## src/inc/rdc_pkg.sv

```systemverilog
// rdc_pkg: register map, field positions, reset values and timing counts
// for alarm, summer-time and mains-rate control.
// assumes the serial engine and the time counters share clk_sys.
//
// Function
// - autoclear wipes alarm flags after status read+STOP
// - time writes only while unlock bit set
// - valid time write STOP starts clock, aligns tick
// - pulse mode: 250 ms low pulse per trigger
// - level mode: request low until both flags clear
// - second alarm enable gates second comparator
// - first alarm enable gates first comparator
// - rate select: 0 is 60 Hz, 1 is 50 Hz
// - summer time only while enable bit set
// - start priority bit picks week+weekday over date
// - start week 1..5, 7 last, 0 off
// - start transition advances clock one hour
// - end priority bit picks week+weekday over date
// - end week 1..5, 7 last, 0 off
// - end transition sets clock back one hour
// - alarm byte mirrors time field, top bit enables
// - trigger when all enabled fields equal time
// - single event: flag set, request low till cleared
// - pulse mode repeats on every alarm occurrence
// - pulse mode still sets flag, no clear needed
// - host write to alarm flag only clears
// - active flag set at start, cleared end/disable
package rdc_pkg;

    // register offsets
    localparam logic [7:0] ADDR_TIME_LAST = 8'h07;
    localparam logic [7:0] ADDR_STATUS = 8'h08;
    localparam logic [7:0] ADDR_INT_CTRL = 8'h0C;
    localparam logic [7:0] ADDR_MAINS = 8'h13;
    localparam logic [7:0] ADDR_ST_MONTH = 8'h15;
    localparam logic [7:0] ADDR_ST_DAY = 8'h16;
    localparam logic [7:0] ADDR_ST_DATE = 8'h17;
    localparam logic [7:0] ADDR_ST_HOUR = 8'h18;
    localparam logic [7:0] ADDR_EN_MONTH = 8'h19;
    localparam logic [7:0] ADDR_EN_DAY = 8'h1A;
    localparam logic [7:0] ADDR_EN_DATE = 8'h1B;
    localparam logic [7:0] ADDR_EN_HOUR = 8'h1C;
    localparam logic [7:0] ADDR_ALARM_BASE = 8'h1D;
    localparam logic [7:0] ADDR_ALARM_LAST = 8'h28;
    localparam int ALARM_BYTES = 6;

    // field positions
    localparam int BIT_AUTOCLEAR = 7;
    localparam int BIT_UNLOCK = 6;
    localparam int BIT_PULSE = 5;
    localparam int BIT_EN1 = 1;
    localparam int BIT_EN0 = 0;
    localparam int BIT_RATE = 7;
    localparam int BIT_ST_EN = 7;
    localparam int BIT_PRIO = 6;
    localparam int BIT_ACTIVE = 6;
    localparam int BIT_FLAG1 = 5;
    localparam int BIT_FLAG0 = 4;
    localparam int BIT_FAIL = 0;
    localparam int BIT_CMP_EN = 7;

    // compare masks and week codes
    localparam logic [7:0] MASK_SEC = 8'h7F;
    localparam logic [7:0] MASK_HOUR = 8'h3F;
    localparam logic [7:0] MASK_MONTH = 8'h1F;
    localparam logic [7:0] MASK_WDAY = 8'h07;
    localparam logic [2:0] WEEK_OFF = 3'h0;
    localparam logic [2:0] WEEK_LAST = 3'h7;
    localparam logic [2:0] WEEK_MAX = 3'h5;

    // reset values
    localparam logic [7:0] RST_INT_CTRL = 8'h01;
    localparam logic [7:0] RST_MAINS = 8'h00;
    localparam logic [7:0] RST_ST_MONTH = 8'h04;
    localparam logic [7:0] RST_ST_DAY = 8'h00;
    localparam logic [7:0] RST_ST_DATE = 8'h01;
    localparam logic [7:0] RST_ST_HOUR = 8'h02;
    localparam logic [7:0] RST_EN_MONTH = 8'h10;
    localparam logic [7:0] RST_EN_DAY = 8'h00;
    localparam logic [7:0] RST_EN_DATE = 8'h01;
    localparam logic [7:0] RST_EN_HOUR = 8'h02;
    localparam logic [7:0] RST_ALARM_DATE = 8'h01;
    localparam logic [7:0] RST_ALARM_OTHER = 8'h00;

    // timing
    localparam int CLK_HZ = 10_000_000;
    localparam int PULSE_MS = 250;
    localparam int PULSE_CYCLES = CLK_HZ / 1000 * PULSE_MS;
    localparam logic [5:0] MAINS_60 = 6'd60;
    localparam logic [5:0] MAINS_50 = 6'd50;

    // current time, register coding
    typedef struct packed {
        logic [7:0] sec;
        logic [7:0] min;
        logic [7:0] hour;
        logic [7:0] date;
        logic [7:0] month;
        logic [7:0] year;
        logic [7:0] wday;
    } rdc_time_s;

    typedef enum logic [0:0] {
        RDC_IRQ_IDLE = 1'b0,
        RDC_IRQ_PULSE = 1'b1
    } rdc_irq_e;

endpackage : rdc_pkg

```

## src/rtl/rdc_ctrl.sv

```systemverilog
// rdc_ctrl: alarm comparators, request output, summer-time scheduler,
// mains-rate second tick and the control/status registers.
// assumes serial engine byte strobes and a STOP pulse on clk_sys,
// and time counters with a one-cycle update strobe.
module rdc_ctrl #(
    parameter int PULSE_LEN = rdc_pkg::PULSE_CYCLES
) (
    // clock and reset
    input wire logic clk_sys,
    input wire logic reset,
    // register strobes from the serial engine
    input wire logic reg_wr,
    input wire logic reg_rd,
    input wire logic [7:0] reg_addr,
    input wire logic [7:0] reg_wdata,
    input wire logic bus_stop,
    output logic [7:0] reg_rdata,
    output logic reg_hit,
    // time counters
    input wire rdc_pkg::rdc_time_s time_now,
    input wire logic time_update,
    output logic time_wr_en,
    output logic clock_run,
    output logic sec_tick,
    output logic summer_forward,
    output logic summer_back,
    // pins
    input wire logic mains_in,
    output logic alarm_req_n
);

    logic [7:0] int_ctrl;
    logic mains_rate_select;
    logic [7:0] st_month, st_day, st_date, st_hour;
    logic [7:0] en_month, en_day, en_date, en_hour;
    logic [7:0] alarm_reg [0:11];
    logic first_alarm_flag, second_alarm_flag;
    logic summer_time_active, rtc_fail;
    logic status_rd_pend, time_wr_pend;
    logic [1:0] flag_snap;
    logic [1:0] trig;
    logic st_hit, en_hit;
    logic align;
    rdc_pkg::rdc_irq_e irq_state;
    logic [31:0] pulse_cnt;
    logic [1:0] mains_sync;
    logic mains_prev;
    logic [5:0] mains_cnt;

    logic alarm_flag_autoclear, clock_write_unlock, alarm_pulse_mode;
    logic summer_time_enable;
    assign alarm_flag_autoclear = int_ctrl[rdc_pkg::BIT_AUTOCLEAR];
    assign clock_write_unlock = int_ctrl[rdc_pkg::BIT_UNLOCK];
    assign alarm_pulse_mode = int_ctrl[rdc_pkg::BIT_PULSE];
    assign summer_time_enable = st_month[rdc_pkg::BIT_ST_EN];

    function automatic logic [6:0] bcd_bin(input logic [7:0] b);
        bcd_bin = 7'(b[6:4]) * 7'd10 + 7'(b[3:0]);
    endfunction : bcd_bin

    function automatic logic [6:0] month_days(input logic [7:0] mo,
                                              input logic [7:0] yr);
        logic [6:0] m;
        logic leap;
        m = bcd_bin(mo);
        leap = (2'(yr[5:4] * 2'd2) + yr[1:0]) == 2'd0;
        case (m)
            7'd2: month_days = leap ? 7'd29 : 7'd28;
            7'd4, 7'd6, 7'd9, 7'd11: month_days = 7'd30;
            default: month_days = 7'd31;
        endcase
    endfunction : month_days

    // week+weekday or date match
    function automatic logic day_match(input logic [7:0] day,
                                       input logic [7:0] date,
                                       input rdc_pkg::rdc_time_s t);
        logic [6:0] d;
        logic [2:0] wk;
        logic wk_ok;
        d = bcd_bin(t.date);
        wk = day[5:3];
        wk_ok = 1'b0;
        if (wk == rdc_pkg::WEEK_LAST) begin
            wk_ok = (d + 7'd7) > month_days(t.month, t.year);
        end else if (wk != rdc_pkg::WEEK_OFF && wk <= rdc_pkg::WEEK_MAX) begin
            wk_ok = 3'((d - 7'd1) / 7'd7) + 3'd1 == wk;
        end
        if (day[rdc_pkg::BIT_PRIO]) begin
            day_match = wk_ok && (day[2:0] == t.wday[2:0]);
        end else begin
            day_match = date[5:0] == t.date[5:0];
        end
    endfunction : day_match

    // whole hour byte: format mismatch never matches
    function automatic logic sched_match(input logic [7:0] mo,
                                         input logic [7:0] day,
                                         input logic [7:0] date,
                                         input logic [7:0] hr,
                                         input rdc_pkg::rdc_time_s t);
        sched_match = (mo[4:0] == t.month[4:0])
            && day_match(day, date, t)
            && (hr == t.hour)
            && (t.min == 8'h00) && (t.sec == 8'h00);
    endfunction : sched_match

    function automatic logic field_ok(input logic [7:0] a,
                                      input logic [7:0] v,
                                      input logic [7:0] m);
        field_ok = !a[rdc_pkg::BIT_CMP_EN] || ((a & m) == (v & m));
    endfunction : field_ok

    logic wr_int, wr_status, wr_time;
    assign wr_int = reg_wr && reg_addr == rdc_pkg::ADDR_INT_CTRL;
    assign wr_status = reg_wr && reg_addr == rdc_pkg::ADDR_STATUS;
    assign wr_time = reg_wr && reg_addr <= rdc_pkg::ADDR_TIME_LAST
        && clock_write_unlock;
    assign time_wr_en = clock_write_unlock;

    // alarm comparators
    logic [1:0] alarm_en;
    assign alarm_en = {int_ctrl[rdc_pkg::BIT_EN1], int_ctrl[rdc_pkg::BIT_EN0]};
    genvar g;
    generate
        for (g = 0; g < 2; g++) begin : g_alarm
            localparam int B = g * rdc_pkg::ALARM_BYTES;
            logic any_en, all_ok;
            assign any_en = alarm_reg[B][7] | alarm_reg[B+1][7]
                | alarm_reg[B+2][7] | alarm_reg[B+3][7]
                | alarm_reg[B+4][7] | alarm_reg[B+5][7];
            assign all_ok =
                field_ok(alarm_reg[B], time_now.sec, rdc_pkg::MASK_SEC)
                && field_ok(alarm_reg[B+1], time_now.min, rdc_pkg::MASK_SEC)
                && field_ok(alarm_reg[B+2], time_now.hour, rdc_pkg::MASK_HOUR)
                && field_ok(alarm_reg[B+3], time_now.date, rdc_pkg::MASK_HOUR)
                && field_ok(alarm_reg[B+4], time_now.month,
                            rdc_pkg::MASK_MONTH)
                && field_ok(alarm_reg[B+5], time_now.wday, rdc_pkg::MASK_WDAY);
            // one trigger per update strobe
            assign trig[g] = time_update && alarm_en[g] && any_en
                && all_ok;
        end
    endgenerate

    // control registers
    always_ff @(posedge clk_sys) begin
        if (reset) begin
            int_ctrl <= rdc_pkg::RST_INT_CTRL;
            mains_rate_select <= rdc_pkg::RST_MAINS[rdc_pkg::BIT_RATE];
            st_month <= rdc_pkg::RST_ST_MONTH;
            st_day <= rdc_pkg::RST_ST_DAY;
            st_date <= rdc_pkg::RST_ST_DATE;
            st_hour <= rdc_pkg::RST_ST_HOUR;
            en_month <= rdc_pkg::RST_EN_MONTH;
            en_day <= rdc_pkg::RST_EN_DAY;
            en_date <= rdc_pkg::RST_EN_DATE;
            en_hour <= rdc_pkg::RST_EN_HOUR;
        end else if (reg_wr) begin
            case (reg_addr)
                rdc_pkg::ADDR_INT_CTRL: int_ctrl <= reg_wdata & 8'hE3;
                rdc_pkg::ADDR_MAINS:
                    mains_rate_select <= reg_wdata[rdc_pkg::BIT_RATE];
                rdc_pkg::ADDR_ST_MONTH: st_month <= reg_wdata & 8'h9F;
                rdc_pkg::ADDR_ST_DAY: st_day <= reg_wdata & 8'h7F;
                rdc_pkg::ADDR_ST_DATE: st_date <= reg_wdata & 8'h3F;
                rdc_pkg::ADDR_ST_HOUR: st_hour <= reg_wdata & 8'hBF;
                rdc_pkg::ADDR_EN_MONTH: en_month <= reg_wdata & 8'h1F;
                rdc_pkg::ADDR_EN_DAY: en_day <= reg_wdata & 8'h7F;
                rdc_pkg::ADDR_EN_DATE: en_date <= reg_wdata & 8'h3F;
                rdc_pkg::ADDR_EN_HOUR: en_hour <= reg_wdata & 8'hBF;
                default: ;
            endcase
        end
    end

    // alarm bytes
    always_ff @(posedge clk_sys) begin
        if (reset) begin
            for (int i = 0; i < 12; i++) begin
                alarm_reg[i] <= (i % 6 == 3 || i % 6 == 4)
                    ? rdc_pkg::RST_ALARM_DATE : rdc_pkg::RST_ALARM_OTHER;
            end
        end else if (reg_wr && reg_addr >= rdc_pkg::ADDR_ALARM_BASE
                     && reg_addr <= rdc_pkg::ADDR_ALARM_LAST) begin
            alarm_reg[4'(reg_addr - rdc_pkg::ADDR_ALARM_BASE)] <= reg_wdata;
        end
    end

    // status read tracking for autoclear
    always_ff @(posedge clk_sys) begin
        if (reset) begin
            status_rd_pend <= 1'b0;
            flag_snap <= 2'b00;
        end else if (bus_stop) begin
            status_rd_pend <= 1'b0;
            flag_snap <= 2'b00;
        end else if (reg_rd && reg_addr == rdc_pkg::ADDR_STATUS) begin
            status_rd_pend <= 1'b1;
            // only flags seen by the read may be wiped
            flag_snap <= flag_snap | {second_alarm_flag, first_alarm_flag};
        end
    end

    // alarm flags: set beats clear
    logic [1:0] clr_auto;
    assign clr_auto = (bus_stop && status_rd_pend && alarm_flag_autoclear)
        ? flag_snap : 2'b00;
    always_ff @(posedge clk_sys) begin
        if (reset) begin
            first_alarm_flag <= 1'b0;
            second_alarm_flag <= 1'b0;
        end else begin
            if (trig[0]) begin
                first_alarm_flag <= 1'b1;
            end else if ((wr_status && !reg_wdata[rdc_pkg::BIT_FLAG0])
                         || clr_auto[0]) begin
                first_alarm_flag <= 1'b0;
            end
            if (trig[1]) begin
                second_alarm_flag <= 1'b1;
            end else if ((wr_status && !reg_wdata[rdc_pkg::BIT_FLAG1])
                         || clr_auto[1]) begin
                second_alarm_flag <= 1'b0;
            end
        end
    end

    // alarm request output
    always_ff @(posedge clk_sys) begin
        if (reset) begin
            irq_state <= rdc_pkg::RDC_IRQ_IDLE;
            pulse_cnt <= 32'h0000_0000;
        end else begin
            case (irq_state)
                rdc_pkg::RDC_IRQ_IDLE: begin
                    if (alarm_pulse_mode && |trig) begin
                        irq_state <= rdc_pkg::RDC_IRQ_PULSE;
                        pulse_cnt <= 32'(PULSE_LEN - 1);
                    end
                end
                rdc_pkg::RDC_IRQ_PULSE: begin
                    if (alarm_pulse_mode && |trig) begin
                        pulse_cnt <= 32'(PULSE_LEN - 1);
                    end else if (pulse_cnt == 32'h0000_0000) begin
                        irq_state <= rdc_pkg::RDC_IRQ_IDLE;
                    end else begin
                        pulse_cnt <= pulse_cnt - 32'h0000_0001;
                    end
                end
                default: irq_state <= rdc_pkg::RDC_IRQ_IDLE;
            endcase
        end
    end

    always_ff @(posedge clk_sys) begin
        if (reset) begin
            alarm_req_n <= 1'b1;
        end else if (alarm_pulse_mode) begin
            // pulsing never waits on software
            alarm_req_n <= irq_state != rdc_pkg::RDC_IRQ_PULSE;
        end else begin
            alarm_req_n <= !(first_alarm_flag || second_alarm_flag);
        end
    end

    // summer-time scheduler
    assign st_hit = time_update && summer_time_enable && !summer_time_active
        && sched_match(st_month, st_day, st_date, st_hour, time_now);
    assign en_hit = time_update && summer_time_enable && summer_time_active
        && sched_match(en_month, en_day, en_date, en_hour, time_now);

    always_ff @(posedge clk_sys) begin
        if (reset) begin
            summer_time_active <= 1'b0;
            summer_forward <= 1'b0;
            summer_back <= 1'b0;
        end else begin
            summer_forward <= st_hit;
            summer_back <= en_hit;
            if (!summer_time_enable || en_hit) begin
                summer_time_active <= 1'b0;
            end else if (st_hit
                         || (wr_status && reg_wdata[rdc_pkg::BIT_ACTIVE])) begin
                summer_time_active <= 1'b1;
            end
        end
    end

    // time writes, fail flag and clock start
    assign align = bus_stop && time_wr_pend;
    always_ff @(posedge clk_sys) begin
        if (reset) begin
            time_wr_pend <= 1'b0;
            clock_run <= 1'b0;
            rtc_fail <= 1'b1;
        end else begin
            if (wr_time) begin
                time_wr_pend <= 1'b1;
                rtc_fail <= 1'b0;
            end else if (bus_stop) begin
                time_wr_pend <= 1'b0;
            end
            if (align) begin
                clock_run <= 1'b1;
            end
        end
    end

    // edge detect reads only the second stage
    always_ff @(posedge clk_sys) begin
        if (reset) begin
            mains_sync <= 2'b00;
            mains_prev <= 1'b0;
        end else begin
            mains_sync <= {mains_sync[0], mains_in};
            mains_prev <= mains_sync[1];
        end
    end

    logic mains_rise;
    logic [5:0] mains_last;
    assign mains_rise = mains_sync[1] && !mains_prev;
    assign mains_last = (mains_rate_select ? rdc_pkg::MAINS_50
        : rdc_pkg::MAINS_60) - 6'd1;

    always_ff @(posedge clk_sys) begin
        if (reset) begin
            mains_cnt <= 6'd0;
            sec_tick <= 1'b0;
        end else begin
            sec_tick <= 1'b0;
            if (align) begin
                mains_cnt <= 6'd0;
            end else if (mains_rise) begin
                if (mains_cnt >= mains_last) begin
                    mains_cnt <= 6'd0;
                    sec_tick <= clock_run;
                end else begin
                    mains_cnt <= mains_cnt + 6'd1;
                end
            end
        end
    end

    // read data
    always_ff @(posedge clk_sys) begin
        if (reset) begin
            reg_rdata <= 8'h00;
            reg_hit <= 1'b0;
        end else if (reg_rd) begin
            reg_hit <= 1'b1;
            case (reg_addr)
                rdc_pkg::ADDR_STATUS: reg_rdata <= {1'b0, summer_time_active,
                    second_alarm_flag, first_alarm_flag, 3'b000, rtc_fail};
                rdc_pkg::ADDR_INT_CTRL: reg_rdata <= int_ctrl;
                rdc_pkg::ADDR_MAINS: reg_rdata <= {mains_rate_select, 7'h00};
                rdc_pkg::ADDR_ST_MONTH: reg_rdata <= st_month;
                rdc_pkg::ADDR_ST_DAY: reg_rdata <= st_day;
                rdc_pkg::ADDR_ST_DATE: reg_rdata <= st_date;
                rdc_pkg::ADDR_ST_HOUR: reg_rdata <= st_hour;
                rdc_pkg::ADDR_EN_MONTH: reg_rdata <= en_month;
                rdc_pkg::ADDR_EN_DAY: reg_rdata <= en_day;
                rdc_pkg::ADDR_EN_DATE: reg_rdata <= en_date;
                rdc_pkg::ADDR_EN_HOUR: reg_rdata <= en_hour;
                default: begin
                    if (reg_addr >= rdc_pkg::ADDR_ALARM_BASE
                        && reg_addr <= rdc_pkg::ADDR_ALARM_LAST) begin
                        reg_rdata <= alarm_reg[4'(reg_addr
                            - rdc_pkg::ADDR_ALARM_BASE)];
                    end else begin
                        reg_rdata <= 8'h00;
                        reg_hit <= 1'b0;
                    end
                end
            endcase
        end
    end

endmodule : rdc_ctrl

```

## config.mk

```make
export PLATFORM = sky130hd
export DESIGN_NAME = rdc_ctrl
export DESIGN_NICKNAME = d
export VERILOG_FILES = /design/src/inc/rdc_pkg.sv /design/src/rtl/rdc_ctrl.sv
export SDC_FILE = /design/constraint.sdc
export NUM_CORES = 1
export LEC_CHECK = 0
export ABC_AREA = 0
export BUFFER_PORTS_ARGS = -buffer_cell sky130_fd_sc_hd__buf_2
export CAP_MARGIN = 20
export CORE_ASPECT_RATIO = 1.1
export CORE_MARGIN = 3
export CORE_UTILIZATION = 61
export DETAILED_ROUTE_END_ITERATION = 10
export PLACE_DENSITY = 0.9
export REMOVE_ABC_BUFFERS = 1
export SYNTH_ARGS = -nofsm -noshare
export SYNTH_HDL_FRONTEND = slang
export SYNTH_SLANG_ARGS = --single-unit
```

## constraint.sdc

```tcl
create_clock -name clk_sys -period 7.35 [get_ports clk_sys]
set_input_delay 1.47 -clock clk_sys [delete_from_list [all_inputs] [get_ports clk_sys]]
set_output_delay 1.47 -clock clk_sys [all_outputs]
set_load 0.005 [all_outputs]
```

# Word level (Yosys, flattened, before mapping)
# Memory sizes are Yosys's and may differ from the RTL's.
# Index checks and enable logic that the tools add are counted.
[classes] n_eq_ne=42 bitwise_logic=14 n_lt_le_gt_ge=8 n_reduce_logical=111 n_addsub=10 muxes=40 mul=2 div=1
[op_table] op="32-bit two-way mux" n=3
[op_table] op="8-bit one-hot mux with 11 select lines" n=1
[op_table] op="8-bit by 5-bit equality test with 1-bit output (second input constant)" n=9
[op_table] op="32-bit one-hot mux with 2 select lines" n=1
[op_table] op="1-bit logical AND" n=48
[op_table] op="6-bit equality test" n=6
[op_table] op="32-bit logical NOT" n=1
[op_table] op="32-bit by 1-bit subtractor with 32-bit output (second input constant)" n=1
[op_table] op="7-bit equality test" n=4
[op_table] op="1-bit two-way mux" n=25
[op_table] op="2-bit AND reduction" n=11
[op_table] op="5-bit equality test" n=4
[op_table] op="3-bit equality test" n=6
[op_table] op="1-bit logical NOT" n=18
[op_table] op="1-bit logical OR" n=17
[op_table] op="8-bit by 4-bit equality test with 1-bit output (second input constant)" n=2
[op_table] op="8-bit equality test" n=2
[op_table] op="8-bit logical NOT" n=2
[op_table] op="8-bit two-way mux" n=2
[op_table] op="7-bit by 4-bit adder with 7-bit output" n=2
[op_table] op="7-bit by 3-bit equality test with 1-bit output (second input constant)" n=2
[op_table] op="7-bit by 4-bit equality test with 1-bit output (second input constant)" n=2
[op_table] op="7-bit greater-than comparator" n=2
[op_table] op="7-bit two-way mux" n=2
[op_table] op="33 further kinds" n=55
[totals] ff_bits=121 mem_count=1 ram_bits=96
[memory_table] memory="alarm_reg" words=12 width=8 read_ports=13 rd_ports_with_merged_regs=0 write_ports=12 line="rdc_ctrl.sv:36" source="logic [7:0] alarm_reg [0:11];"

# Depth between registers and ports, before layout
# Gate-level depths: netlist of run 1.
[depth] word_depth=17 ltp_mapped=23 depth_no_buf=22

# Worst setup path before layout of run 1
# No wires, ideal clock.
[synth_timing] kind="input port to flip-flop" from="in time_now[28] (netlist name)" to="reg summer_back" slack_ns=1.104 arrival_time_ns=6.180 cell_stages=22 t_required_ns=7.284 setup_ns=0.066 path_buffers=2 path_cell_list="ha_1 > ha_1 > and3_4 > buf_6 > or3_1 > buf_6 > a21oi_2 > xnor2_1 > nor2_1 > o311ai_1 > ha_1 > nand2_1 > nor2_1 > nor4b_1 > nor2_1 > ha_1 > o211a_1 > a211oi_4 > mux2i_1 > or4_1 > a31oi_1 > nor2b_1"
[synth_via] elab_chain_len=15
[synth_rtl] item="start, declared" line="rdc_ctrl.sv:20" source="input wire rdc_pkg::rdc_time_s time_now,"
[synth_rtl] item="3-bit by 3-bit multiplier with 6-bit output" line="rdc_ctrl.sv:58" source="bcd_bin = 7'(b[6:4]) * 7'd10 + 7'(b[3:0]);"
[synth_rtl] item="7-bit by 4-bit adder with 7-bit output" line="rdc_ctrl.sv:58"
[synth_rtl] item="7-bit by 1-bit subtractor with 7-bit output" line="rdc_ctrl.sv:87" source="wk_ok = 3'((d - 7'd1) / 7'd7) + 3'd1 == wk;"
[synth_rtl] item="7-bit by 3-bit divider with 7-bit output" line="rdc_ctrl.sv:87"
[synth_rtl] item="3-bit by 1-bit adder with 3-bit output" line="rdc_ctrl.sv:87"
[synth_rtl] item="3-bit equality test" line="rdc_ctrl.sv:87"
[synth_rtl] item="1-bit two-way mux" line="rdc_ctrl.sv:86" source="end else if (wk != rdc_pkg::WEEK_OFF && wk <= rdc_pkg::WEEK_MAX) begin"
[synth_rtl] item="1-bit two-way mux" line="rdc_ctrl.sv:84" source="if (wk == rdc_pkg::WEEK_LAST) begin"
[synth_rtl] item="1-bit logical AND" line="rdc_ctrl.sv:90" source="day_match = wk_ok && (day[2:0] == t.wday[2:0]);"
[synth_rtl] item="1-bit two-way mux *" line="rdc_ctrl.sv:89" source="if (day[rdc_pkg::BIT_PRIO]) begin"
[synth_rtl] item="1-bit logical AND *" line="rdc_ctrl.sv:103" source="&& day_match(day, date, t)"
[synth_rtl] item="1-bit logical AND *" line="rdc_ctrl.sv:104" source="&& (hr == t.hour)"
[synth_rtl] item="1-bit logical AND * (2 in series)" line="rdc_ctrl.sv:105" source="&& (t.min == 8'h00) && (t.sec == 8'h00);"
[synth_rtl] item="1-bit logical AND *" line="rdc_ctrl.sv:271" source="&& sched_match(en_month, en_day, en_date, en_hour, time_now);"
[synth_rtl] item="end signal, assigned" line="rdc_ctrl.sv:280" source="summer_back <= en_hit;"
[synth_rtl] item="end, declared" line="rdc_ctrl.sv:26" source="output logic summer_back,"
# Mark *: on every way between the ends. The rest lies on a longest branch, timed or not.
# A chain may end at the register's enable or synchronous reset.

# Worst setup path after layout of run 1
# Ends and elaborated chain as after synthesis.

==> results.py, run 1 <==
metrics = {
    "die": {
        "dieArea_um2": 24360,
        "core_area_um2": 21720,
        "placementRows": 56,
        "ios": 94,
        "floorplan.initialDensity": 0.6324,
        "die_height_um": 163.4,
        "die_x_um": 149.1,
    },
    "synthesis": {
        "synth_most_common_cell": "sky130_fd_sc_hd__edfxtp_1",
        "netlist_instances": 1333,
        "synth_sequential_area_ratio": 0.4561,
        "synth.top_cell.area_share": 0.2798,
        "netlist.top_cell.by_area": "sky130_fd_sc_hd__edfxtp_1",
        "yosysUniqueCellTypes": 84,
        "synth_edf_count": 128,
        "flip_flop_and_latch_count_after_synthesis": 249,
        "ys_dominant_reg_cell": "sky130_fd_sc_hd__edfxtp_1",
        "synth_warnings": 0,
        "syn-mean-instance-area_um2": 10.31,
        "synth.cell_area_um2": 13740,
        "synth_top_cells_by_area": "sky130_fd_sc_hd__edfxtp_1 (28%), sky130_fd_sc_hd__dfxtp_1 (18%), sky130_fd_sc_hd__mux4_2 (6.6%), sky130_fd_sc_hd__xnor2_1 (5.4%), sky130_fd_sc_hd__xor2_1 (4.5%)",
        "synth.top_cells.by_count": "sky130_fd_sc_hd__edfxtp_1 (128), sky130_fd_sc_hd__dfxtp_1 (121), sky130_fd_sc_hd__nand2_1 (102), sky130_fd_sc_hd__a21oi_1 (93), sky130_fd_sc_hd__and2_1 (90)",
        "postSynth.asyncResetShare": 0,
    },
    "sta": {
        "worst_slew_margin_rel": 0.2726,
        "final_hold_viol_count": 0,
        "final_critical_path_setup_slack_ns": 0.8753,
        "setup_repair_after_global_routing_missed_its_margin": "no",
        "setup-violations-final": 0,
        "worst_clock_skew_ns": 0.03142,
        "layout_min_cycle_time_ns": 6.475,
        "finalSetupTns_ns": 0,
        "maxSlewViolCount": 0,
        "min_period_over_period": 0.8809,
        "worst_slew_pin_slew_ns": 1.080,
        "fmax_ghz": 0.1544,
    },
    "worst_setup_path": {
        "path_class": "input port to flip-flop",
        "crit_path_max_incr_delay_ns": 0.55,
        "crit_slowest_cell": "sky130_fd_sc_hd__o311ai_1",
        "worstPathCellList": "buf_2 > ha_1 > ha_1 > a21o_2 > o21ai_1 > a211oi_2 > a221oi_1 > o21ai_1 > o311ai_1 > ha_1 > nand2_1 > nor2_1 > nor4b_1 > buf_4 > nor2_1 > ha_1 > o211a_1 > a211oi_4 > mux2i_1 > or4_1 > a31oi_1 > nor2b_1",
        "critPathCaptureType": "flip-flop",
        "timing.critical_path.arrival_ns": 6.96,
        "cp_max_fo": 7,
        "critPathBufInv": 2,
        "cpMostUsedCell": "sky130_fd_sc_hd__ha_1",
        "worstSetupStartpointType": "input port",
        "critPathTopFamily": "compound AO/OA/AOI/OAI gates",
        "data_required_time_at_the_worst_endpoint_ns": 7.83,
    },
    "cells_and_area": {
        "flow.area_growth_from_synthesis_pct": 10.63,
        "finalInstanceArea_um2": 15200,
        "finish.net_count": 1494,
        "final_layout_size_suffix_gt1_frac": 0.1490,
        "num_antenna_cells": 0,
        "largest_reg_flops": 128,
    },
    "global_routing": {
        "antenna_found_initial": 0,
        "grt_start_max_net_pins": 85,
        "grt-ovfl-total": 0,
        "grt.total_usage": 0.3139,
        "global_route.usage.met3": 0.06021,
        "via_count_of_the_first_global_routing_pass": 10910,
        "most_used_routing_layer_in_global_routing": "met2",
        "globalRouteMet1Util": 0.3914,
        "wire_length_of_the_first_global_routing_pass_mm": 59.76,
        "grt.met2_usage": 0.5065,
    },
    "routing": {
        "route.antenna.remaining_nets": 0,
        "drc_errors": 0,
        "dr_total_vias": 11300,
        "wl_per_cell_um": 22.78,
        "wirelength_mm": 38.57,
        "vias_per_cell": 6.673,
        "first_pass_drt_iterations": 7,
        "iter_0_drt_violations": 1605,
    },
    "clock_tree": {
        "post_cts.repair.setup_buffers": 0,
        "cts_resized": 0,
        "cts_htree_levels": 1,
        "cts_max_path_buffers": 3,
        "cts-buffers-inserted": 26,
        "post_cts_hold_buffer_count": 0,
        "cts_tree": "built",
        "clock_insertion_delay_worst_skew_ns": 0.55,
        "cts_num_sinks": 249,
        "root_buffer": "sky130_fd_sc_hd__clkbuf_16",
        "clk_transition_reported_paths_ns": 0.06,
    },
    "flow_run": {
        "drv_cap": 0,
    },
    "power": {
        "pwr_density_cell_nw_per_um2": 224.6,
        "leakagePower_nw": 5.455,
        "peakVddDrop_mv": 0.1968,
    },
    "worst_hold_path": {
        "holdCritPathClass": "flip-flop to flip-flop",
    },
    "place": {
        "place.detailed.hpwl_mm": 26.84,
        "gp_congestion": 1.029,
        "pre_cts_ws_ns": 0.4340,
        "placed_area_um2": 14290,
        "numPortBuffers": 81,
    },
    "run_status": {
        "run_status": "completed",
    },
}
## placed cells by master (no fill, tap or decap), drive strengths merged, types with 18 or more instances in the layout
master and instances:
a21oi 95, and2 90, buf 97, clkbuf 42, dfxtp 121, edfxtp 128, ha 29, inv 18
mux4 40, nand2 104, nand3 74, nand4 22, nor2 83, nor3 38, nor4 27, o21ai 42
xnor2 86, xor2 71
## path summary, 6_finish.rpt
kind / startpoint / to / slack [ns] / depth (start not counted)
hold reg to reg: mains_sync[0] / mains_sync[1] / 0.43 / 1
setup / recovery: time_now[28] / summer_back / 0.88 / 22
setup reg to reg: pulse_cnt[14] / pulse_cnt[7] / 3.76 / 12
hold / removal: mains_sync[0] / mains_sync[1] / 0.43 / 1
## report_power, final
group	total [mW]	internal [mW]	switching, mW
Combinational	0.573	0.235	0.338
Sequential	1.52	1.49	0.0299
Clock	1.32	0.768	0.550
## worst reg2reg max path, stage by stage (launching register included)
cell and delay (ns):
sky130_fd_sc_hd__dfxtp_1 0.36, sky130_fd_sc_hd__or4_1 0.62, sky130_fd_sc_hd__nor4_2 0.24, sky130_fd_sc_hd__nand2b_1 0.12, sky130_fd_sc_hd__or2_2 0.33, sky130_fd_sc_hd__nor4_2 0.20
sky130_fd_sc_hd__nand2b_1 0.20, sky130_fd_sc_hd__o41ai_2 0.52, sky130_fd_sc_hd__clkbuf_4 0.31, sky130_fd_sc_hd__nand2b_1 0.23, sky130_fd_sc_hd__nor3_1 0.09, sky130_fd_sc_hd__xnor2_1 0.14
sky130_fd_sc_hd__a21oi_1 0.08
## final cells by class
cell class                      count  area (um2)
Multi-Input combinational cell    991        7099
Clock buffer                       40       818.3
Inverter                           17       63.81
Sequential cell                   249        6266
Tap cell                          290       362.8
Fill cell                        1524        6524
Clock inverter                      7       53.80
Timing Repair Buffer               99       533.0
## per-stage QoR
stage                     std cells  total power [mW]  hold WS, ns  utilization
after CTS                      1687             3.398       0.4382       0.6979
final                          1693             3.413       0.4322       0.6997
after floorplan                1257             1.912       0.4138            -
after global routing           1693             3.521       0.4571       0.6997
after detailed placement       1640             2.104       0.4298       0.6578
after global placement         1639             2.090       0.4220       0.6574
## per-layer routing
metal	share of wire	wire length (um)
met1	0.35	13690
met2	0.47	18010
met3	0.11	4142
met4	0.071	2730
met5	0	0
## cells by family after synthesis
| family | Yosys count | share of synthesized area |
|---|---|---|
| AO/OA/AOI/OAI | 233 | 0.1133 |
| XOR/XNOR | 157 | 0.1012 |
| adder cells (fa/ha/maj) | 32 | 0.03015 |
| buffers and inverters | 93 | 0.02705 |
| flip-flops | 249 | 0.4561 |
| multiplexers | 52 | 0.07441 |
| AND/OR/NAND/NOR | 517 | 0.1977 |
(Power assumes the default switching activity.)
==> run 2, diff against run 1 <==
PLACE_DENSITY = 0.78   (was 0.9)
==> results.py, run 2 (synthesized netlist as in run 1, its figures left out) <==
metrics = {
    "routing": {
        "drc_errors": 0,
        "route.antenna.remaining_nets": 0,
        "wirelength_mm": 38.33,
        "first_pass_drt_iterations": 6,
        "wl_per_cell_um": 22.56,
        "dr_total_vias": 11040,
        "vias_per_cell": 6.496,
        "iter_0_drt_violations": 1160,
    },
    "clock_tree": {
        "cts_tree": "built",
        "post_cts.repair.setup_buffers": 0,
        "cts_num_sinks": 249,
        "cts_htree_levels": 1,
        "clk_transition_reported_paths_ns": 0.06,
        "cts_resized": 0,
        "cts_max_path_buffers": 3,
        "clock_insertion_delay_worst_skew_ns": 0.53,
        "cts-buffers-inserted": 27,
        "post_cts_hold_buffer_count": 0,
        "root_buffer": "sky130_fd_sc_hd__clkbuf_16",
    },
    "cells_and_area": {
        "post_layout_nonfiller_instances": 1699,
        "finish.net_count": 1498,
        "layout.cells.most_common_list": "sky130_fd_sc_hd__edfxtp_1 (128), sky130_fd_sc_hd__dfxtp_1 (121), sky130_fd_sc_hd__nand2_1 (102)",
        "final_layout_size_suffix_gt1_frac": 0.1498,
        "most_frequent_standard_cell_in_the_layout_excluding_fill_and_tap_cells": "sky130_fd_sc_hd__edfxtp_1",
        "largest_reg_flops": 128,
        "flow.area_growth_from_synthesis_pct": 10.64,
        "num_antenna_cells": 0,
    },
    "sta": {
        "worst_clock_skew_ns": 0.01127,
        "setup-violations-final": 0,
        "worst_slew_pin_slew_ns": 1.083,
        "maxSlewViolCount": 0,
        "finalSetupTns_ns": 0,
        "setup_repair_after_global_routing_missed_its_margin": "no",
        "fmax_ghz": 0.1565,
        "worst_slew_margin_rel": 0.2701,
        "layout_min_cycle_time_ns": 6.389,
        "min_period_over_period": 0.8693,
        "final_hold_viol_count": 0,
    },
    "global_routing": {
        "grt.total_usage": 0.3133,
        "grt-ovfl-total": 0,
        "wire_length_of_the_first_global_routing_pass_mm": 59.91,
        "antenna_found_initial": 0,
        "via_count_of_the_first_global_routing_pass": 10730,
        "grt_start_max_net_pins": 63,
    },
    "worst_setup_path": {
        "critPathTopFamily": "compound AO/OA/AOI/OAI gates",
        "cp_max_fo": 7,
        "timing.critical_path.arrival_ns": 6.85,
        "crit_path_max_incr_delay_ns": 0.51,
        "cpMostUsedCell": "sky130_fd_sc_hd__ha_1",
        "critPathCaptureType": "flip-flop",
        "critPathBufInv": 2,
        "worstPathCellList": "buf_2 > ha_1 > ha_1 > a21o_2 > or3_1 > a21oi_2 > xnor2_1 > nor2_1 > o311ai_1 > ha_1 > nand2_1 > nor2_1 > nor4b_1 > buf_4 > nor2_1 > ha_1 > o211a_1 > a211oi_4 > mux2i_1 > or4_1 > a31oi_1 > nor2b_1",
        "data_required_time_at_the_worst_endpoint_ns": 7.81,
        "path_class": "input port to flip-flop",
        "crit_slowest_cell": "sky130_fd_sc_hd__o311ai_1",
        "worstSetupStartpointType": "input port",
    },
    "die": {
        "ios": 94,
        "die_height_um": 163.4,
        "core_area_um2": 21720,
        "die_x_um": 149.1,
        "floorplan.initialDensity": 0.6324,
        "placementRows": 56,
        "dieArea_um2": 24360,
    },
    "power": {
        "pwr_density_cell_nw_per_um2": 223.5,
        "leakagePower_nw": 5.449,
        "peakVddDrop_mv": 0.2686,
    },
    "run_status": {
        "run_status": "completed",
    },
    "place": {
        "place.detailed.hpwl_mm": 27.07,
        "placed_cells_incl_taps": 1641,
        "numPortBuffers": 81,
        "gp_congestion": 0.9271,
    },
    "flow_run": {
        "drv_cap": 0,
    },
    "worst_hold_path": {
        "holdCritPathClass": "flip-flop to flip-flop",
    },
}
[run 2: layout make-up]
cell class	instances	area, um2
clock buffers	35	726.9
clock inverters	15	128.9
fillers	1623	6523
inverters	17	63.81
multi-input cells	991	7099
flip-flops and latches	249	6266
well taps	290	362.8
repair buffers	102	550.5
[run 2: worst register-to-register path, cell delays in order (launching register included)]
cell and delay [ns]:
sky130_fd_sc_hd__dfxtp_1 0.35, sky130_fd_sc_hd__or4_1 0.62, sky130_fd_sc_hd__nor4_2 0.20, sky130_fd_sc_hd__nand2b_1 0.12, sky130_fd_sc_hd__or2_2 0.33, sky130_fd_sc_hd__nor4_2 0.20
sky130_fd_sc_hd__nand2b_1 0.20, sky130_fd_sc_hd__o41ai_2 0.50, sky130_fd_sc_hd__buf_4 0.26, sky130_fd_sc_hd__nand2b_1 0.24, sky130_fd_sc_hd__nor3_1 0.09, sky130_fd_sc_hd__xnor2_1 0.17
sky130_fd_sc_hd__a21oi_1 0.09
[run 2: layer usage]
metal  global-route usage  vias up  share of wire
li1                     -     5012              -
met1               0.4113     5306           0.38
met2               0.5271      597           0.48
met3              0.04079      121          0.090
met4               0.1311        0          0.051
met5                    0        -              0
[run 2: path summary, 6_finish.rpt]
kind,end,start,slack [ns],cells after the start
max,summer_back,time_now[28],0.96,22
min,mains_prev,mains_sync[1],0.46,1
max reg2reg,pulse_cnt[7],pulse_cnt[14],3.86,12
min reg2reg,mains_prev,mains_sync[1],0.46,1
[run 2: metrics by stage]
stage | hold WS, ns | cell area, um2 | worst slack [ns] | total power, mW | util
floorplan | 0.4138 | 13430 | 1.100 | 1.912 | -
global route | 0.4669 | 15200 | 0.6070 | 3.521 | 0.6997
CTS | 0.4582 | 15150 | 0.9782 | 3.396 | 0.6975
finish | 0.4561 | 15200 | 0.9607 | 3.397 | 0.6997
detailed placement | 0.4421 | 14300 | 0.4397 | 2.111 | 0.6581
global placement | 0.4183 | 14300 | 0.5429 | 2.098 | 0.6581
[run 2: where the power goes]
| part | total [mW] | leakage, nW | switching, mW | internal (mW) |
|---|---|---|---|---|
| clock network | 1.30 | 0.417 | 0.537 | 0.766 |
| logic | 0.573 | 2.85 | 0.338 | 0.235 |
| registers | 1.52 | 2.18 | 0.0293 | 1.49 |
==> run 3, diff against run 2 <==
CORE_UTILIZATION = 63   (was 61)
CTS_BUF_LIST = sky130_fd_sc_hd__clkbuf_8   (was not set)
PLACE_DENSITY = 0.81   (was 0.78)
==> results.py, run 3 (synthesized netlist as in run 1, its figures left out) <==
metrics = {
    "worst_setup_path": {
        "reg2reg_depth": 12,
        "setup.reg_to_reg.worst_slack_ns": 3.85,
        "data_required_time_at_the_worst_endpoint_ns": 7.81,
        "r2r_end": "pulse_cnt[7]",
        "critPathCaptureType": "flip-flop",
        "cp_max_fo": 7,
        "worstSetupStartpointType": "input port",
        "r2r-start": "pulse_cnt[14]",
        "path_class": "input port to flip-flop",
        "timing.critical_path.arrival_ns": 6.99,
    },
    "cells_and_area": {
        "most_frequent_standard_cell_in_the_layout_excluding_fill_and_tap_cells": "sky130_fd_sc_hd__edfxtp_1",
        "register_area_um2": 6266,
        "finalInstanceArea_um2": 15090,
        "layout.cells.most_common_list": "sky130_fd_sc_hd__edfxtp_1 (128), sky130_fd_sc_hd__dfxtp_1 (121), sky130_fd_sc_hd__nand2_1 (102)",
        "finish.net_count": 1511,
        "num_antenna_cells": 0,
        "n_fill_cell": 1533,
        "final_layout_size_suffix_gt1_frac": 0.1536,
        "largest_reg_flops": 128,
        "flow.area_growth_from_synthesis_pct": 9.873,
        "multi_input_area_um2": 7099,
    },
    "place": {
        "place.detailed.hpwl_mm": 26.46,
        "placed_area_um2": 14290,
        "numPortBuffers": 81,
        "gp_congestion": 0.9850,
    },
    "routing": {
        "iter_0_drt_violations": 1357,
        "wirelength_mm": 37.87,
        "dr_total_vias": 11130,
        "drc_errors": 0,
        "route.antenna.remaining_nets": 0,
        "vias_per_cell": 6.464,
        "first_pass_drt_iterations": 8,
        "wl_per_cell_um": 21.99,
    },
    "die": {
        "ios": 94,
        "dieArea_um2": 23610,
        "core_area_um2": 21370,
        "die_height_um": 160.9,
        "die_x_um": 146.8,
        "floorplan.initialDensity": 0.6428,
        "placementRows": 56,
    },
    "worst_hold_path": {
        "hold_start": "clock_run",
        "worst_hold_path.endpoint": "sec_tick",
        "hold_depth": 2,
        "holdCritPathClass": "flip-flop to flip-flop",
    },
    "clock_tree": {
        "clock_insertion_delay_worst_skew_ns": 0.55,
        "post_cts_hold_buffer_count": 0,
        "cts_max_path_buffers": 3,
        "post_cts.repair.setup_buffers": 0,
        "clk_transition_reported_paths_ns": 0.06,
        "cts_htree_levels": 2,
        "cts-buffers-inserted": 41,
        "cts_num_sinks": 249,
        "root_buffer": "sky130_fd_sc_hd__clkbuf_8",
        "cts_tree": "built",
        "cts_resized": 0,
    },
    "sta": {
        "setup-violations-final": 0,
        "setup_repair_after_global_routing_missed_its_margin": "no",
        "worst_slew_pin_slew_ns": 1.074,
        "min_period_over_period": 0.8878,
        "layout_min_cycle_time_ns": 6.525,
        "maxSlewViolCount": 0,
        "finalSetupTns_ns": 0,
        "fmax_ghz": 0.1532,
        "worst_clock_skew_ns": 0.03299,
        "worst_slew_margin_rel": 0.2764,
        "final_hold_viol_count": 0,
    },
    "global_routing": {
        "grt.total_usage": 0.3128,
        "grt-ovfl-total": 0,
        "via_count_of_the_first_global_routing_pass": 10680,
        "antenna_found_initial": 0,
        "grt_start_max_net_pins": 74,
        "wire_length_of_the_first_global_routing_pass_mm": 57.87,
    },
    "flow_run": {
        "drv_cap": 0,
    },
    "power": {
        "finalPower_mw": 3.240,
        "peakVddDrop_mv": 0.1636,
        "pwr_density_cell_nw_per_um2": 214.6,
        "leakagePower_nw": 5.457,
    },
    "run_status": {
        "run_status": "completed",
    },
}
-- run 3: cell count changes in the layout (fill, tap and decap cells not counted), sizes merged --
cell,delta
inv,+12
clkbuf,+9
clkinv,+7
buf,-2
clkinvlp,-2
bufinv,-1
-- run 3: worst max path at each step --
stage / from / end / slack, ns / depth (start not counted)
after floorplan: time_now[28] / summer_back / 1.10 / 20
after global placement: time_now[28] / summer_back / 0.54 / 21
after detailed placement: time_now[28] / summer_back / 0.44 / 21
after CTS: time_now[28] / summer_back / 0.92 / 21
after global routing: time_now[28] / summer_back / 0.50 / 21
final: time_now[28] / summer_back / 0.82 / 21
-- run 3: layout make-up --
| cell class | instances | area share |
|---|---|---|
| clock buffer | 43 | 0.03921 |
| inverter | 17 | 0.004228 |
| timing repair buffer | 101 | 0.03581 |
| sequential | 249 | 0.4152 |
| clock inverter | 31 | 0.01119 |
| tap | 290 | 0.02404 |
| multi-input combinational | 991 | 0.4704 |
-- run 3: worst max-delay path, cell delays in order --
cell and delay (ns):
sky130_fd_sc_hd__buf_2 0.17, sky130_fd_sc_hd__ha_1 0.35, sky130_fd_sc_hd__ha_1 0.37, sky130_fd_sc_hd__a21o_2 0.27
sky130_fd_sc_hd__o21ai_1 0.41, sky130_fd_sc_hd__a211oi_2 0.13, sky130_fd_sc_hd__a221oi_1 0.33, sky130_fd_sc_hd__o21ai_1 0.17
sky130_fd_sc_hd__o311ai_1 0.61, sky130_fd_sc_hd__ha_1 0.35, sky130_fd_sc_hd__nand2_1 0.08, sky130_fd_sc_hd__nor2_1 0.04
sky130_fd_sc_hd__nor4b_1 0.38, sky130_fd_sc_hd__nor2_1 0.08, sky130_fd_sc_hd__ha_1 0.22, sky130_fd_sc_hd__o211a_1 0.16
sky130_fd_sc_hd__a211oi_4 0.35, sky130_fd_sc_hd__mux2i_1 0.15, sky130_fd_sc_hd__or4_1 0.42, sky130_fd_sc_hd__a31oi_1 0.29
sky130_fd_sc_hd__nor2b_1 0.16
-- run 3: report_power, final --
group          switching, mW  internal (mW)  total [mW]
Clock                  0.559          0.582        1.14
Combinational          0.342          0.235       0.577
Sequential            0.0291           1.49        1.52
-- run 3: per-stage QoR --
stage | setup WS [ns] | std cells | hold slack, ns | utilization
after floorplan | 1.100 | 1257 | 0.4138 | -
after detailed placement | 0.4365 | 1640 | 0.4294 | 0.6686
final | 0.8245 | 1722 | 0.4737 | 0.7063
after CTS | 0.9232 | 1714 | 0.4721 | 0.7042
after global placement | 0.5438 | 1640 | 0.4206 | 0.6686
after global routing | 0.4973 | 1722 | 0.4941 | 0.7063
-- run 3: metal layers --
layer	track usage	routed length (um)	up-vias
li1	-	-	5049
met1	0.3960	13900	5233
met2	0.5051	17720	679
met3	0.05982	3806	170
met4	0.1792	2444	0
met5	0	0	-
